<file path="src/ddrio_pkg.sv">
// ddrio_pkg: shared constants, types and helpers of the double-rate gearing block
// assumes a single 10 MHz reference clock samples every link-side clock and pin
package ddrio_pkg;

  // register byte addresses on the ahb-lite bus
  localparam logic [7:0] ADDR_CTRL   = 8'h00;
  localparam logic [7:0] ADDR_TXDATA = 8'h04;
  localparam logic [7:0] ADDR_RXDATA = 8'h08;
  localparam int         ADDR_LSB    = 0;
  localparam int         ADDR_MSB    = 7;

  // gearing modes, one-hot
  typedef enum logic [2:0] {
    MODE_X2    = 3'h1,
    MODE_X4    = 3'h2,
    MODE_SEVEN = 3'h4
  } ddrio_mode_e;

  // control register layout
  typedef struct packed {
    logic        stbInvert;
    logic        memTxEn;
    logic        alignOdd;
    ddrio_mode_e mode;
  } ddrio_ctrl_s;

  // transmit data register layout
  typedef struct packed {
    logic [1:0] x1Pair;
    logic [1:0] memPair;
    logic [7:0] gearWord;
  } ddrio_txw_s;

  // receive status register layout
  typedef struct packed {
    logic       capPol;
    logic [1:0] memPair;
    logic [7:0] gearWord;
  } ddrio_rxw_s;

  localparam ddrio_ctrl_s CTRL_RST    = 6'h01;
  localparam ddrio_txw_s  TXW_RST     = 12'h000;
  localparam logic [1:0]  STB_PATTERN = 2'h1;
  localparam logic [3:0]  LEN_X2      = 4'h4;
  localparam logic [3:0]  LEN_X4      = 4'h8;
  localparam logic [3:0]  LEN_SEVEN   = 4'h7;
  localparam int          SYNC_W      = 7;

  // bits per parallel word for a gearing mode
  function automatic logic [3:0] wordLen(input ddrio_mode_e mode);
    logic [3:0] len;
    len = LEN_X2;
    if (mode == MODE_X4) begin
      len = LEN_X4;
    end else if (mode == MODE_SEVEN) begin
      len = LEN_SEVEN;
    end
    return len;
  endfunction

  // last bit index of a word
  function automatic logic [2:0] lastIdx(input ddrio_mode_e mode);
    logic [3:0] len;
    len = wordLen(mode) - 4'h1;
    return len[2:0];
  endfunction

endpackage

</file>
<file path="src/ddrio_top.sv">
// ddrio_top: double-rate gearing cells behind an ahb-lite register slave
// assumes every link clock and pin is asynchronous to ref_clk and much slower
`timescale 1ns/100ps
`default_nettype none
module ddrio_top
  import ddrio_pkg::*;
(
  // clock and reset
  input  wire logic        ref_clk,
  input  wire logic        rst_n,
  // ahb-lite slave
  input  wire logic        hsel,
  input  wire logic [31:0] haddr,
  input  wire logic [1:0]  htrans,
  input  wire logic        hwrite,
  input  wire logic [2:0]  hsize,
  input  wire logic [31:0] hwdata,
  input  wire logic        hready,
  output logic             hreadyout,
  output logic             hresp,
  output logic [31:0]      hrdata,
  // link clocks
  input  wire logic        fastEdgeClock,
  input  wire logic        sysClkPin,
  input  wire logic        readStrobeShifted,
  input  wire logic        writeClockShifted,
  // generic gearing pins
  input  wire logic        rxGearPin,
  output logic             txGearPin,
  output logic             txX1Pin,
  // memory pins
  input  wire logic        memRxPin,
  output logic             memDataOut,
  output logic             memDataOe,
  output logic             memStrobeOut,
  output logic             memStrobeOe
);

  // synchroniser bit positions
  localparam int S_EDGE = 0;
  localparam int S_SYS  = 1;
  localparam int S_RSTB = 2;
  localparam int S_WCLK = 3;
  localparam int S_GRX  = 4;
  localparam int S_MRX  = 5;
  localparam int S_SPR  = 6;

  logic [SYNC_W-1:0] sync1_ff;
  logic [SYNC_W-1:0] sync2_ff;
  logic [SYNC_W-1:0] prev_ff;
  logic [SYNC_W-1:0] rise;
  logic [SYNC_W-1:0] fall;
  logic              edgeStb;
  logic              sysRise;
  logic              sysFall;

  ddrio_ctrl_s       ctrl_ff;
  ddrio_txw_s        txw_ff;
  ddrio_rxw_s        rxw;
  logic [7:0]        gearRxWord;
  logic              wrPend_ff;
  logic [7:0]        wrAddr_ff;
  logic [31:0]       hrdata_ff;
  logic              addrPhase;
  logic [7:0]        rdAddr;
  logic [31:0]       rdMux;

  logic              memCapRise_ff;
  logic              memCapFall_ff;
  logic [1:0]        memStage2_ff;
  logic [1:0]        memStage3_ff;
  logic              capPol_ff;
  logic              polSeen_ff;
  logic              stage2Take;

  logic [1:0]        memTxHold_ff;
  logic              memDataOut_ff;
  logic              memDataOe_ff;
  logic              memStrobeOut_ff;
  logic              memStrobeOe_ff;
  logic              stbOeTake;
  logic [1:0]        x1Hold_ff;
  logic              txX1_ff;

  // two-flop synchronisers; the third rank only serves edge detection
  always_ff @(posedge ref_clk or negedge rst_n) begin
    if (!rst_n) begin
      sync1_ff <= '0;
      sync2_ff <= '0;
      prev_ff  <= '0;
    end else begin
      sync1_ff <= {1'b0, memRxPin, rxGearPin, writeClockShifted, readStrobeShifted,
                   sysClkPin, fastEdgeClock};
      sync2_ff <= sync1_ff;
      prev_ff  <= sync2_ff;
    end
  end

  // edge pulses of the sampled link clocks
  assign rise    = sync2_ff & ~prev_ff;
  assign fall    = ~sync2_ff & prev_ff;
  assign edgeStb = rise[S_EDGE] | fall[S_EDGE];
  assign sysRise = rise[S_SYS];
  assign sysFall = fall[S_SYS];

  // ahb-lite decode; zero wait state, always okay
  assign addrPhase = hsel && htrans[1] && hready;
  assign rdAddr    = haddr[ADDR_MSB:ADDR_LSB];
  assign rxw       = {capPol_ff, memStage3_ff, gearRxWord};
  assign rdMux     = (rdAddr == ADDR_CTRL)   ? 32'(ctrl_ff) :
                     (rdAddr == ADDR_TXDATA) ? 32'(txw_ff)  :
                     (rdAddr == ADDR_RXDATA) ? 32'(rxw)     : 32'h0000_0000;
  assign hreadyout = 1'b1;
  assign hresp     = 1'b0;
  assign hrdata    = hrdata_ff;

  // address phase capture and read data
  always_ff @(posedge ref_clk or negedge rst_n) begin
    if (!rst_n) begin
      wrPend_ff <= 1'b0;
      wrAddr_ff <= 8'h00;
      hrdata_ff <= 32'h0000_0000;
    end else begin
      wrPend_ff <= addrPhase && hwrite;
      if (addrPhase) begin
        wrAddr_ff <= rdAddr;
      end
      if (addrPhase && !hwrite) begin
        hrdata_ff <= rdMux;
      end
    end
  end

  // register writes in the data phase
  always_ff @(posedge ref_clk or negedge rst_n) begin
    if (!rst_n) begin
      ctrl_ff <= CTRL_RST;
      txw_ff  <= TXW_RST;
    end else if (wrPend_ff) begin
      if (wrAddr_ff == ADDR_CTRL) begin
        ctrl_ff <= ddrio_ctrl_s'(hwdata[$bits(ddrio_ctrl_s)-1:0]);
      end
      if (wrAddr_ff == ADDR_TXDATA) begin
        txw_ff <= ddrio_txw_s'(hwdata[$bits(ddrio_txw_s)-1:0]);
      end
    end
  end

  // generic receive path
  ddrio_rx_gear u_rx_gear (
    .ref_clk  (ref_clk),
    .rst_n    (rst_n),
    .bitStb   (edgeStb),
    .sysRise  (sysRise),
    .mode     (ctrl_ff.mode),
    .alignOdd (ctrl_ff.alignOdd),
    .serIn    (sync2_ff[S_GRX]),
    .parOut   (gearRxWord)
  );

  // generic transmit path
  ddrio_tx_gear u_tx_gear (
    .ref_clk (ref_clk),
    .rst_n   (rst_n),
    .bitStb  (edgeStb),
    .sysRise (sysRise),
    .mode    (ctrl_ff.mode),
    .parIn   (txw_ff.gearWord),
    .serOut  (txGearPin)
  );

  // memory receive stage one on both read strobe edges
  always_ff @(posedge ref_clk or negedge rst_n) begin
    if (!rst_n) begin
      memCapRise_ff <= 1'b0;
      memCapFall_ff <= 1'b0;
    end else begin
      if (rise[S_RSTB]) begin
        memCapRise_ff <= sync2_ff[S_MRX];
      end
      if (fall[S_RSTB]) begin
        memCapFall_ff <= sync2_ff[S_MRX];
      end
    end
  end

  // capture polarity taken from system clock level at the first strobe edge
  always_ff @(posedge ref_clk or negedge rst_n) begin
    if (!rst_n) begin
      capPol_ff  <= 1'b0;
      polSeen_ff <= 1'b0;
    end else if (!polSeen_ff && (rise[S_RSTB] || fall[S_RSTB])) begin
      capPol_ff  <= sync2_ff[S_SYS];
      polSeen_ff <= 1'b1;
    end
  end

  // stages two and three of the memory receive cell
  assign stage2Take = capPol_ff ? sysRise : sysFall;
  always_ff @(posedge ref_clk or negedge rst_n) begin
    if (!rst_n) begin
      memStage2_ff <= 2'h0;
      memStage3_ff <= 2'h0;
    end else begin
      if (stage2Take) begin
        memStage2_ff <= {memCapFall_ff, memCapRise_ff};
      end
      if (sysRise) begin
        memStage3_ff <= memStage2_ff;
      end
    end
  end

  // memory data output: load on system clock, serialise on shifted write clock
  always_ff @(posedge ref_clk or negedge rst_n) begin
    if (!rst_n) begin
      memTxHold_ff  <= 2'h0;
      memDataOut_ff <= 1'b0;
      memDataOe_ff  <= 1'b0;
    end else begin
      if (sysRise) begin
        memTxHold_ff <= txw_ff.memPair;
      end
      if (rise[S_WCLK]) begin
        memDataOut_ff <= memTxHold_ff[0];
        memDataOe_ff  <= ctrl_ff.memTxEn;
      end else if (fall[S_WCLK]) begin
        memDataOut_ff <= memTxHold_ff[1];
      end
    end
  end

  // memory strobe output on the unshifted system clock, optional inverted oe clock
  assign stbOeTake = ctrl_ff.stbInvert ? sysFall : sysRise;
  always_ff @(posedge ref_clk or negedge rst_n) begin
    if (!rst_n) begin
      memStrobeOut_ff <= 1'b0;
      memStrobeOe_ff  <= 1'b0;
    end else begin
      if (sysRise) begin
        memStrobeOut_ff <= STB_PATTERN[0];
      end else if (sysFall) begin
        memStrobeOut_ff <= STB_PATTERN[1];
      end
      if (stbOeTake) begin
        memStrobeOe_ff <= ctrl_ff.memTxEn;
      end
    end
  end

  // x1 transmit: bit 0 in the high phase, bit 1 in the low phase
  always_ff @(posedge ref_clk or negedge rst_n) begin
    if (!rst_n) begin
      x1Hold_ff <= 2'h0;
      txX1_ff   <= 1'b0;
    end else if (sysRise) begin
      x1Hold_ff <= txw_ff.x1Pair;
      txX1_ff   <= txw_ff.x1Pair[0];
    end else if (sysFall) begin
      txX1_ff   <= x1Hold_ff[1];
    end
  end

  assign memDataOut   = memDataOut_ff;
  assign memDataOe    = memDataOe_ff;
  assign memStrobeOut = memStrobeOut_ff;
  assign memStrobeOe  = memStrobeOe_ff;
  assign txX1Pin      = txX1_ff;

endmodule // ddrio_top
`default_nettype wire

</file>
<file path="src/ddrio_rx_gear.sv">
// ddrio_rx_gear: one-pin deserialiser for the 1:4, 1:8 and 1:7 gearings
// assumes bitStb pulses once per edge-clock edge and sysRise once per system clock rise
`timescale 1ns/100ps
`default_nettype none
module ddrio_rx_gear
  import ddrio_pkg::*;
(
  // clock and reset
  input  wire logic        ref_clk,
  input  wire logic        rst_n,
  // timing strobes
  input  wire logic        bitStb,
  input  wire logic        sysRise,
  // configuration
  input  wire ddrio_mode_e mode,
  input  wire logic        alignOdd,
  // data
  input  wire logic        serIn,
  output logic [7:0]       parOut
);

  logic       capBit_ff;
  logic       capVal_ff;
  logic [7:0] asm_ff;
  logic [7:0] hold_ff;
  logic [7:0] parOut_ff;
  logic [2:0] bitCnt_ff;
  logic       alignPrev_ff;
  logic       slip_ff;
  logic [7:0] asmNext;
  logic       wordDone;
  logic       slipNow;

  // placement of the new bit, earliest bit lands at index 0
  assign asmNext  = asm_ff | (8'(capBit_ff) << bitCnt_ff);
  assign wordDone = capVal_ff && !slip_ff && (bitCnt_ff == lastIdx(mode));
  assign slipNow  = capVal_ff && slip_ff;
  assign parOut   = parOut_ff;

  // stage one: capture on every edge of the edge clock
  always_ff @(posedge ref_clk or negedge rst_n) begin
    if (!rst_n) begin
      capBit_ff <= 1'b0;
      capVal_ff <= 1'b0;
    end else begin
      capVal_ff <= bitStb;
      if (bitStb) begin
        capBit_ff <= serIn;
      end
    end
  end

  // odd alignment drops one bit so the word boundary moves by one slot
  always_ff @(posedge ref_clk or negedge rst_n) begin
    if (!rst_n) begin
      alignPrev_ff <= 1'b0;
      slip_ff      <= 1'b0;
    end else begin
      alignPrev_ff <= alignOdd;
      if (alignOdd && !alignPrev_ff) begin
        slip_ff <= 1'b1;
      end else if (slipNow) begin
        slip_ff <= 1'b0;
      end
    end
  end

  // word assembly; one bit per step, seven mode closes a word after seven steps
  always_ff @(posedge ref_clk or negedge rst_n) begin
    if (!rst_n) begin
      asm_ff    <= 8'h00;
      bitCnt_ff <= 3'h0;
      hold_ff   <= 8'h00;
    end else if (wordDone) begin
      hold_ff   <= asmNext;
      asm_ff    <= 8'h00;
      bitCnt_ff <= 3'h0;
    end else if (capVal_ff && !slip_ff) begin
      asm_ff    <= asmNext;
      bitCnt_ff <= bitCnt_ff + 3'h1;
    end
  end

  // stage three: hand the word to the system clock domain
  always_ff @(posedge ref_clk or negedge rst_n) begin
    if (!rst_n) begin
      parOut_ff <= 8'h00;
    end else if (sysRise) begin
      parOut_ff <= hold_ff;
    end
  end

endmodule // ddrio_rx_gear
`default_nettype wire

</file>
<file path="src/ddrio_tx_gear.sv">
// ddrio_tx_gear: one-pin serialiser for the 4:1, 8:1 and 7:1 gearings
// assumes bitStb pulses once per edge-clock edge and sysRise once per system clock rise
`timescale 1ns/100ps
`default_nettype none
module ddrio_tx_gear
  import ddrio_pkg::*;
(
  // clock and reset
  input  wire logic        ref_clk,
  input  wire logic        rst_n,
  // timing strobes
  input  wire logic        bitStb,
  input  wire logic        sysRise,
  // configuration
  input  wire ddrio_mode_e mode,
  // data
  input  wire logic [7:0]  parIn,
  output logic             serOut
);

  logic [7:0] in_ff;
  logic [7:0] hold_ff;
  logic [2:0] bitCnt_ff;
  logic       serOut_ff;
  logic       update;

  assign update = bitStb && (bitCnt_ff == lastIdx(mode));
  assign serOut = serOut_ff;

  // stage one: parallel word registered on the system clock
  always_ff @(posedge ref_clk or negedge rst_n) begin
    if (!rst_n) begin
      in_ff <= 8'h00;
    end else if (sysRise) begin
      in_ff <= parIn;
    end
  end

  // stages two and three: hold at update, send bit 0 first
  always_ff @(posedge ref_clk or negedge rst_n) begin
    if (!rst_n) begin
      hold_ff   <= 8'h00;
      bitCnt_ff <= 3'h0;
      serOut_ff <= 1'b0;
    end else if (bitStb) begin
      serOut_ff <= hold_ff[bitCnt_ff];
      if (update) begin
        hold_ff   <= in_ff;
        bitCnt_ff <= 3'h0;
      end else begin
        bitCnt_ff <= bitCnt_ff + 3'h1;
      end
    end
  end

endmodule // ddrio_tx_gear
`default_nettype wire

</file>
<file path="config.mk">
export PLATFORM = sky130hd
export DESIGN_NAME = ddrio_top
export DESIGN_NICKNAME = d
export VERILOG_FILES = /design/src/ddrio_pkg.sv /design/src/ddrio_top.sv /design/src/ddrio_rx_gear.sv /design/src/ddrio_tx_gear.sv
export SDC_FILE = /design/constraint.sdc
export NUM_CORES = 1
export LEC_CHECK = 0
export BUFFER_PORTS_ARGS = -buffer_cell sky130_fd_sc_hd__buf_4
export CORE_MARGIN = 1
export CORE_UTILIZATION = 43
export DETAILED_ROUTE_END_ITERATION = 12
export PLACE_DENSITY = 0.66
export REMOVE_ABC_BUFFERS = 1
export SYNTH_ARGS = -nofsm -noshare
export SYNTH_HDL_FRONTEND = slang
export SYNTH_SLANG_ARGS = --single-unit
</file>
<file path="constraint.sdc">
create_clock -name ref_clk -period 2.7 [get_ports ref_clk]
set_input_delay 0.54 -clock ref_clk [delete_from_list [all_inputs] [get_ports ref_clk]]
set_output_delay 0.54 -clock ref_clk [all_outputs]
set_load 0.01 [all_outputs]
</file>
==> metrics.md, run 1 <==
| Metric | Value |
|---|---|
| Number of CTS-inserted buffers | `17` |
| Share of the synthesized area in the top cell type | `59.3%` |
| HP Class | `input port to async pin` |
| IO Pins | `120` |
| Post-Syn Area | `5100 um^2` |
| CP Max Fanout | `10` |
| IO buf count | `49` |
| Setup_tns | `0 ps` |
| Number of global-route vias before repair | `3194` |
| 1st-pass router iterations | `8` |
| #FFs+latches synth | `122` |
| Crit share post-route | `78.1%` |
| Die W | `111 um` |
| Cell taking the most area after synthesis | `dfrtp_1` |
| Post-synth EDFFs | `0` |
| Final setup vio count | `0` |
| Hold Fails Final Rpt | `0` |
| Top delay family on crit path | `compound AO/OA/AOI/OAI gates` |
| Final net count | `537` |
| LEAKAGE | `2.86 nW` |
| Wire per inst | `15.6 um` |
| RSZ-0062 raised after global routing | `false` |
| Crit-path slowest cell | `a211oi_4` |
| GR Util All Layers | `17.1%` |
| First-pass GRT wire length | `16200 um` |
| Maximum vdd ir drop | `0.000462 V` |
| Core ar. | `11500 um^2` |
| Max-slew violation count | `0` |
| Worst-Skew Late Latency | `400 ps` |
| Status | `finished, violations left` |
| Worst Tran Pin Value | `700 ps` |
| Violated checks | `DRC` |
| Syn_area_per_cell | `13.2 um^2` |
| Clk slew on worst S/H paths | `60 ps` |
| Pwr Density | `891 nW/um^2` |
| Clk sinks | `122` |
| Max_cap viols | `0` |
| Dominant synthesized flop cell | `dfrtp_1` |
| # Post-CTS Setup Buffers | `0` |
| Cell count after synthesis | `388` |
| CTS Root Cell | `clkbuf_16` |
| Die Y | `111 um` |
| Total power | `0.00547 W` |
| DP HPWL | `6460 um` |
| Fmax | `474 MHz` |
| TritonCTS clock tree | `done` |
| Synth area leaders | `dfrtp_1 (59%), mux2_2 (14%), mux2i_1 (3.7%)` |
| Crit path required time | `2990 ps` |
| H-tree levels | `4` |
| Clock skew | `5.61 ps` |
| Final Critical Period | `2110 ps` |
| Element type at the critical path end | `flop` |
| DRC Markers | `11` |
| Via count | `3035` |
| Startpoint types | `flop` |
| Gp weighted congestion | `0.727` |
| Fill cells | `989` |
| Initial antenna violation count | `0` |
| Storage element area | `3050 um^2` |
| Rows | `39` |
| Vias per cell | `5.01` |
| Yosys warning total | `0` |
| Share of flip-flops with an asynchronous set or reset | `100%` |
| Setup Crit Path Kind | `flop to flop` |
| CP arrival | `2400 ps` |
| Hold-fix buffer count after cts | `0` |
| Post-cts resize count | `0` |
| Critical Path, Cell by Cell | `xnor2_1 > or3_1 > a211oi_4 > mux2_2` |
| Worst path max stage delay | `540 ps` |
| Layout area overhead | `20.3%` |
| Synth unique cells | `40` |
| Register area share after synthesis | `59.8%` |
| Die area | `12300 um^2` |
| Initial Util | `44.3%` |
| Total grt overflow | `0` |
| Antenna Nets Post-Route | `0` |
| WL final | `9450 um` |
| Largest net degree at the start of global routing | `49` |
| Max Buffers Root-to-Sink | `2` |
| Area of the multi-input gates | `1830 um^2` |
| N_diodes | `0` |
| R2r setup slk | `590 ps` |
| DRT iter0 DRCs | `156` |
| Layout cells sized above 1 | `34.3%` |
| Slew HR | `53.0%` |
| WP buf/inv | `0` |
[worst paths after layout]
check / startpoint / to / cells past startpoint
setup / recovery: ctrl_ff[1] / u_tx_gear.hold_ff[3] / 4
max in group asynchronous: rst_n / ctrl_ff[0] / 2
setup reg to reg: ctrl_ff[1] / u_tx_gear.hold_ff[3] / 4
min in group ref_clk: sysClkPin / sync1_ff[1] / 1
hold / removal: rst_n / memDataOut / 1
hold reg to reg: sync1_ff[4] / sync2_ff[4] / 0
[state kept, by name (all words and copies together) (netlist names), 2 cells and up]
register,flops
hrdata,12
memTxHold_ff,2
sync2_ff,6
u_tx_gear.bitCnt_ff,3
memStage2_ff,2
u_rx_gear.asm_ff,8
txw_ff,12
wrAddr_ff,8
memStage3_ff,2
u_rx_gear.hold_ff,8
u_tx_gear.hold_ff,8
prev_ff,4
u_tx_gear.in_ff,8
ctrl_ff,6
sync1_ff,6
u_rx_gear.parOut,8
u_rx_gear.bitCnt_ff,3
[worst reg2reg max path, stage by stage (launching register included)]
cell	delay (ps)
dfrtp_1	450
xnor2_1	200
or3_1	410
a211oi_4	540
mux2_2	400
[report_power, final]
part,internal (W),total [W],switching [W]
combinational,0.000464,0.000859,0.000396
sequential,0.00222,0.00250,0.000283
clock,0.00129,0.00211,0.000825
[layout by cell type (no fill, tap or decap), types with 5 or more instances in the layout]
master,n
a21oi_1,14
a221o_1,10
a31oi_1,5
and2_1,5
buf_4,56
clkbuf_16,17
conb_1,22
dfrtp_1,121
ha_1,7
inv_1,21
mux2_2,62
mux2i_1,19
nand2_1,17
nor2_1,14
nor2b_1,5
nor3_1,7
o21ai_0,11
[per-stage QoR]
step	std cells	hold slack (ps)	cell area, um^2	setup WS, ps	utilization, %
6_report	606	31.3	6140	592	53.3
4_1_cts	606	34.5	6140	589	53.3
2_1_floorplan	374	244	4960	476	-
3_5_place_dp	574	335	5580	186	48.5
5_1_grt	606	38.9	6140	443	53.3
3_3_place_gp	574	333	5580	204	48.5
[cells by family (layout without fill, tap and decap cells)]
family | Yosys count | in the layout | share of synthesized area [%]
DFF | 122 | 122 | 59.8
and+or+nand+nor | 69 | 69 | 7.35
other | 2 | 22 | 0.147
AOI/OAI and AO/OA | 46 | 46 | 6.15
buffers and inverters | 55 | 110 | 5.83
xor gates and xnor gates | 4 | 4 | 0.686
adders and majority gates | 7 | 7 | 1.72
muxes | 83 | 83 | 18.3
[cell type report]
class,count,share of cell area [%]
inverters,21,1.28
flip-flops and latches,122,49.7
well taps,143,2.91
multi-input cells,231,29.8
repair buffers,57,7.17
clock buffers,18,7.15
clock inverters,14,2.02
[per-layer routing]
metal | vias up | part of all wire [%] | track usage (%)
met5 | - | 0 | 0
met4 | 0 | 0.78 | 6.03
met3 | 8 | 3.4 | 4.98
met2 | 61 | 49 | 26.8
met1 | 1521 | 46 | 22.6
li1 | 1445 | - | -
[cell usage after synthesis, types with 3 or more instances]
| cell | number |
|---|---|
| clkbuf_1 | 10 |
| dfrtp_1 | 121 |
| mux2i_1 | 19 |
| nor2_1 | 14 |
| o21ai_0 | 11 |
| buf_4 | 22 |
| inv_1 | 21 |
| xnor2_1 | 3 |
| a31oi_1 | 5 |
| nor3b_1 | 4 |
| nand2_1 | 17 |
| and2_1 | 5 |
| ha_1 | 7 |
| nor2b_1 | 5 |
| mux2_2 | 62 |
| nand3_1 | 3 |
| a221o_1 | 10 |
| nand4b_1 | 3 |
| nor3_1 | 7 |
| a21oi_1 | 14 |
Note: power is estimated with default switching activity, not from simulation.
==> run 2: changes to the inputs <==
- ABC_AREA: unset -> 1
- PLACE_DENSITY: 0.66 -> 0.68
- clock period: 2.7 -> 1.8 ns (I/O delays scaled with it)
==> metrics.md, run 2 <==
| Metric | Value |
|---|---|
| Cell with the most instances after synthesis | `nand2_1` |
| First-pass GRT wire length | `18300 um (+12%)` |
| Share of the synthesized area in the top cell type | `56.1% (-3.2 points)` |
| Die W | `114 um (+2.8%)` |
| R2r endpoint | `u_rx_gear.asm_ff[7]` |
| Setup_tns | `0 ps (unchanged)` |
| Via count | `4062 (+34%)` |
| GR Util All Layers | `18.4% (+1.3 points)` |
| Yosys warning total | `0 (unchanged)` |
| CTS Root Cell | `clkbuf_16` |
| CP Max Fanout | `11 (+1)` |
| Clock skew | `10.7 ps (+5.09 ps)` |
| Net Switching | `0.00259 W (+72%)` |
| Dominant synthesized flop cell | `dfrtp_1` |
| Final Critical Period | `1510 ps (-597 ps)` |
| Layout area overhead | `20.7%` |
| #FFs+latches synth | `122 (unchanged)` |
| Crit path required time | `2100 ps (-890 ps)` |
| Number of global-route vias before repair | `3967 (+24%)` |
| CP arrival | `1810 ps (-590 ps)` |
| Initial antenna violation count | `0 (unchanged)` |
| Rows | `40 (+2.6%)` |
| Layout cells sized above 1 | `16.5% (-18 points)` |
| Int Pwr | `0.00630 W (+59%)` |
| Total grt overflow | `0 (unchanged)` |
| DP HPWL | `7720 um (+19%)` |
| DRT iter0 DRCs | `311 (+99%)` |
| Crit share post-route | `83.9% (+5.9 points)` |
| Post-route insts no fill | `869 (+43%)` |
| Core ar. | `12100 um^2 (+5.2%)` |
| Commonest cells in the netlist | `nand2_1 (201), dfrtp_1 (121), inv_1 (58)` |
| LEAKAGE | `3.42 nW (+19%)` |
| R2R Path Start | `ctrl_ff[0]` |
| Initial Util | `44.6% (+0.25 points)` |
| Final net count | `775 (+44%)` |
| Hold Fails Final Rpt | `0 (unchanged)` |
| Pwr Density | `1360 nW/um^2 (+53%)` |
| Syn_area_per_cell | `8.62 um^2 (-34%)` |
| Commonest non-fill, non-tap cells in the layout | `nand2_1 (201), dfrtp_1 (121), buf_4 (59), inv_1 (58), nand3_1 (52)` |
| Element type at the critical path end | `flop` |
| Cell Area, Placed | `5910 um^2 (+5.9%)` |
| Gp weighted congestion | `0.788 (+8.3%)` |
| Clock power frac | `38.6% (about the same)` |
| TritonCTS clock tree | `done` |
| Sequential Power Share | `43.2% (-2.5 points)` |
| 1st-pass router iterations | `7 (-1)` |
| Most common cell after layout, fill and taps aside | `nand2_1` |
| Antenna Nets Post-Route | `0 (unchanged)` |
| DRC Markers | `0 (-11)` |
| HP Class | `input port to flop` |
| Fmax | `662 MHz (+40%)` |
| Cell count after synthesis | `626 (+61%)` |
| Storage element area | `3050 um^2 (unchanged)` |
| R2r setup slk | `290 ps (-300 ps)` |
| IO Pins | `120 (unchanged)` |
| Combinational power share | `18.2% (+2.5 points)` |
| Largest net degree at the start of global routing | `81 (+65%)` |
| Share of flip-flops with an asynchronous set or reset | `100% (unchanged)` |
| RSZ-0062 raised after global routing | `false` |
| Vias per cell | `4.67 (-6.7%)` |
| Fill cells | `1109 (+12%)` |
| Setup Crit Path Kind | `flop to flop` |
| Die Y | `114 um (+2.8%)` |
| Worst Hold Depth | `1` |
| Dpl ws | `313 ps (+126 ps)` |
| Placed Cells | `836 (+46%)` |
| Post-synth EDFFs | `0 (unchanged)` |
| Hold Crit Start | `sysClkPin` |
| Synth area leaders | `dfrtp_1 (56%), nand2_1 (14%), nand3_1 (4.8%)` |
| Worst-Skew Late Latency | `420 ps (+20 ps)` |
| H-tree levels | `4 (unchanged)` |
| Post-Layout Inst Area | `6520 um^2 (+6.1%)` |
| Status | `completed` |
| Max Buffers Root-to-Sink | `2 (unchanged)` |
| N_diodes | `0 (unchanged)` |
| Post-Syn Area | `5400 um^2 (+5.8%)` |
| WL final | `10800 um (+15%)` |
| # Post-CTS Setup Buffers | `0 (unchanged)` |
| Clk slew on worst S/H paths | `60 ps (about the same)` |
| Die area | `13000 um^2 (+5.6%)` |
| Wire per inst | `12.4 um (-20%)` |
| IO buf count | `49 (unchanged)` |
| Clk sinks | `122 (unchanged)` |
| Startpoint types | `flop` |
| Area of the multi-input gates | `1930 um^2 (+5.4%)` |
| Maximum vdd ir drop | `0.000530 V (+15%)` |
| Max-slew violation count | `0 (unchanged)` |
| Final setup vio count | `0 (unchanged)` |
| Synth unique cells | `30 (-25%)` |
| Register area share after synthesis | `56.6% (-3.3 points)` |
| Max_cap viols | `0 (unchanged)` |
| Hold Path End | `sync1_ff[1]` |
| Number of CTS-inserted buffers | `17 (unchanged)` |
| Cell taking the most area after synthesis | `dfrtp_1` |
| R2R depth | `7 (+3)` |
| Sw frac | `29.1% (+1.7 points)` |
| Final setup margin | `289 ps (-303 ps)` |
[run 2: cell count changes after synthesis, moves of 10 or more]
cell     delta
nand2_1   +184
o21ai_0    +27
o21ai_1    +10
mux2i_1    -19
nor2_1     +35
inv_1      +37
a221o_1    -10
nand3_1    +49
mux2_2     -61
[run 2: per-stage QoR]
step	util, %	hold slack (ps)	power (W)
finish	53.8	46.2	0.00889
global route	53.8	36.9	0.00939
CTS	53.8	31.2	0.00895
detailed placement	48.8	337	0.00549
global placement	48.8	333	0.00541
floorplan	-	64.4	0.00493
[run 2: metal layers]
| layer | vias to the layer above | share of wire (%) | global-route usage, % |
|---|---|---|---|
| met5 | - | 0 | 0 |
| met4 | 0 | 1.7 | 8.23 |
| met3 | 13 | 5.3 | 4.71 |
| met2 | 113 | 48 | 29.9 |
| met1 | 1899 | 45 | 23.3 |
| li1 | 2037 | - | - |
[run 2: kinds of logic (layout without fill, tap and decap cells)]
family / Yosys count / in the layout / share of synthesized area (%)
AOI/OAI and AO/OA: 67 / 67 / 6.51
xor gates and xnor gates: 2 / 2 / 0.325
adders and majority gates: 7 / 7 / 1.62
buffers and inverters: 101 / 156 / 9.13
DFF: 122 / 122 / 56.6
muxes: 1 / 1 / 0.209
other: 2 / 22 / 0.139
and+or+nand+nor: 324 / 324 / 25.5
[run 2: worst max-delay path: stages, from the launching register on]
cell	delay, ps
dfstp_2	560
nor2_2	70
nand3_1	80
nand2_1	90
nor2_4	210
nand2_4	160
inv_2	160
nor2_1	60
[run 2: what timing repair did]
| item | CTS | global route |
|---|---|---|
| hold buffers | 1 | 0 |
| gates resized for setup | 0 | 0 |
| hold endpoints to repair | 42 | 0 |
[run 2: cell type report]
| type | instances | share of cell area (%) |
|---|---|---|
| clock buffers | 25 | 7.45 |
| clock inverters | 7 | 1.77 |
| inverters | 62 | 3.57 |
| multi-input cells | 423 | 29.6 |
| flip-flops and latches | 122 | 46.9 |
| well taps | 168 | 3.23 |
| repair buffers | 62 | 7.56 |
[run 2: how the worst max path moves through the flow]
stage | start | endpoint | cells past startpoint
6_report | ctrl_ff[0] | u_rx_gear.asm_ff[7] | 7
5_1_grt | prev_ff[1] | memStage2_ff[0] | 6
4_1_cts | ctrl_ff[0] | u_rx_gear.asm_ff[6] | 7
3_5_place_dp | ctrl_ff[0] | u_rx_gear.asm_ff[6] | 7
3_3_place_gp | ctrl_ff[0] | u_rx_gear.asm_ff[3] | 7
2_1_floorplan | prev_ff[1] | memStage2_ff[0] | 6
[run 2: power by group through the flow]
stage                     Sequential, W  Combinational (W)  Clock, W
after global placement          0.00385            0.00156         0
after detailed placement        0.00387            0.00162         0
after floorplan                 0.00377            0.00116         0
after CTS                       0.00383            0.00163   0.00349
after global routing            0.00391            0.00189   0.00359
final                           0.00384            0.00162   0.00344
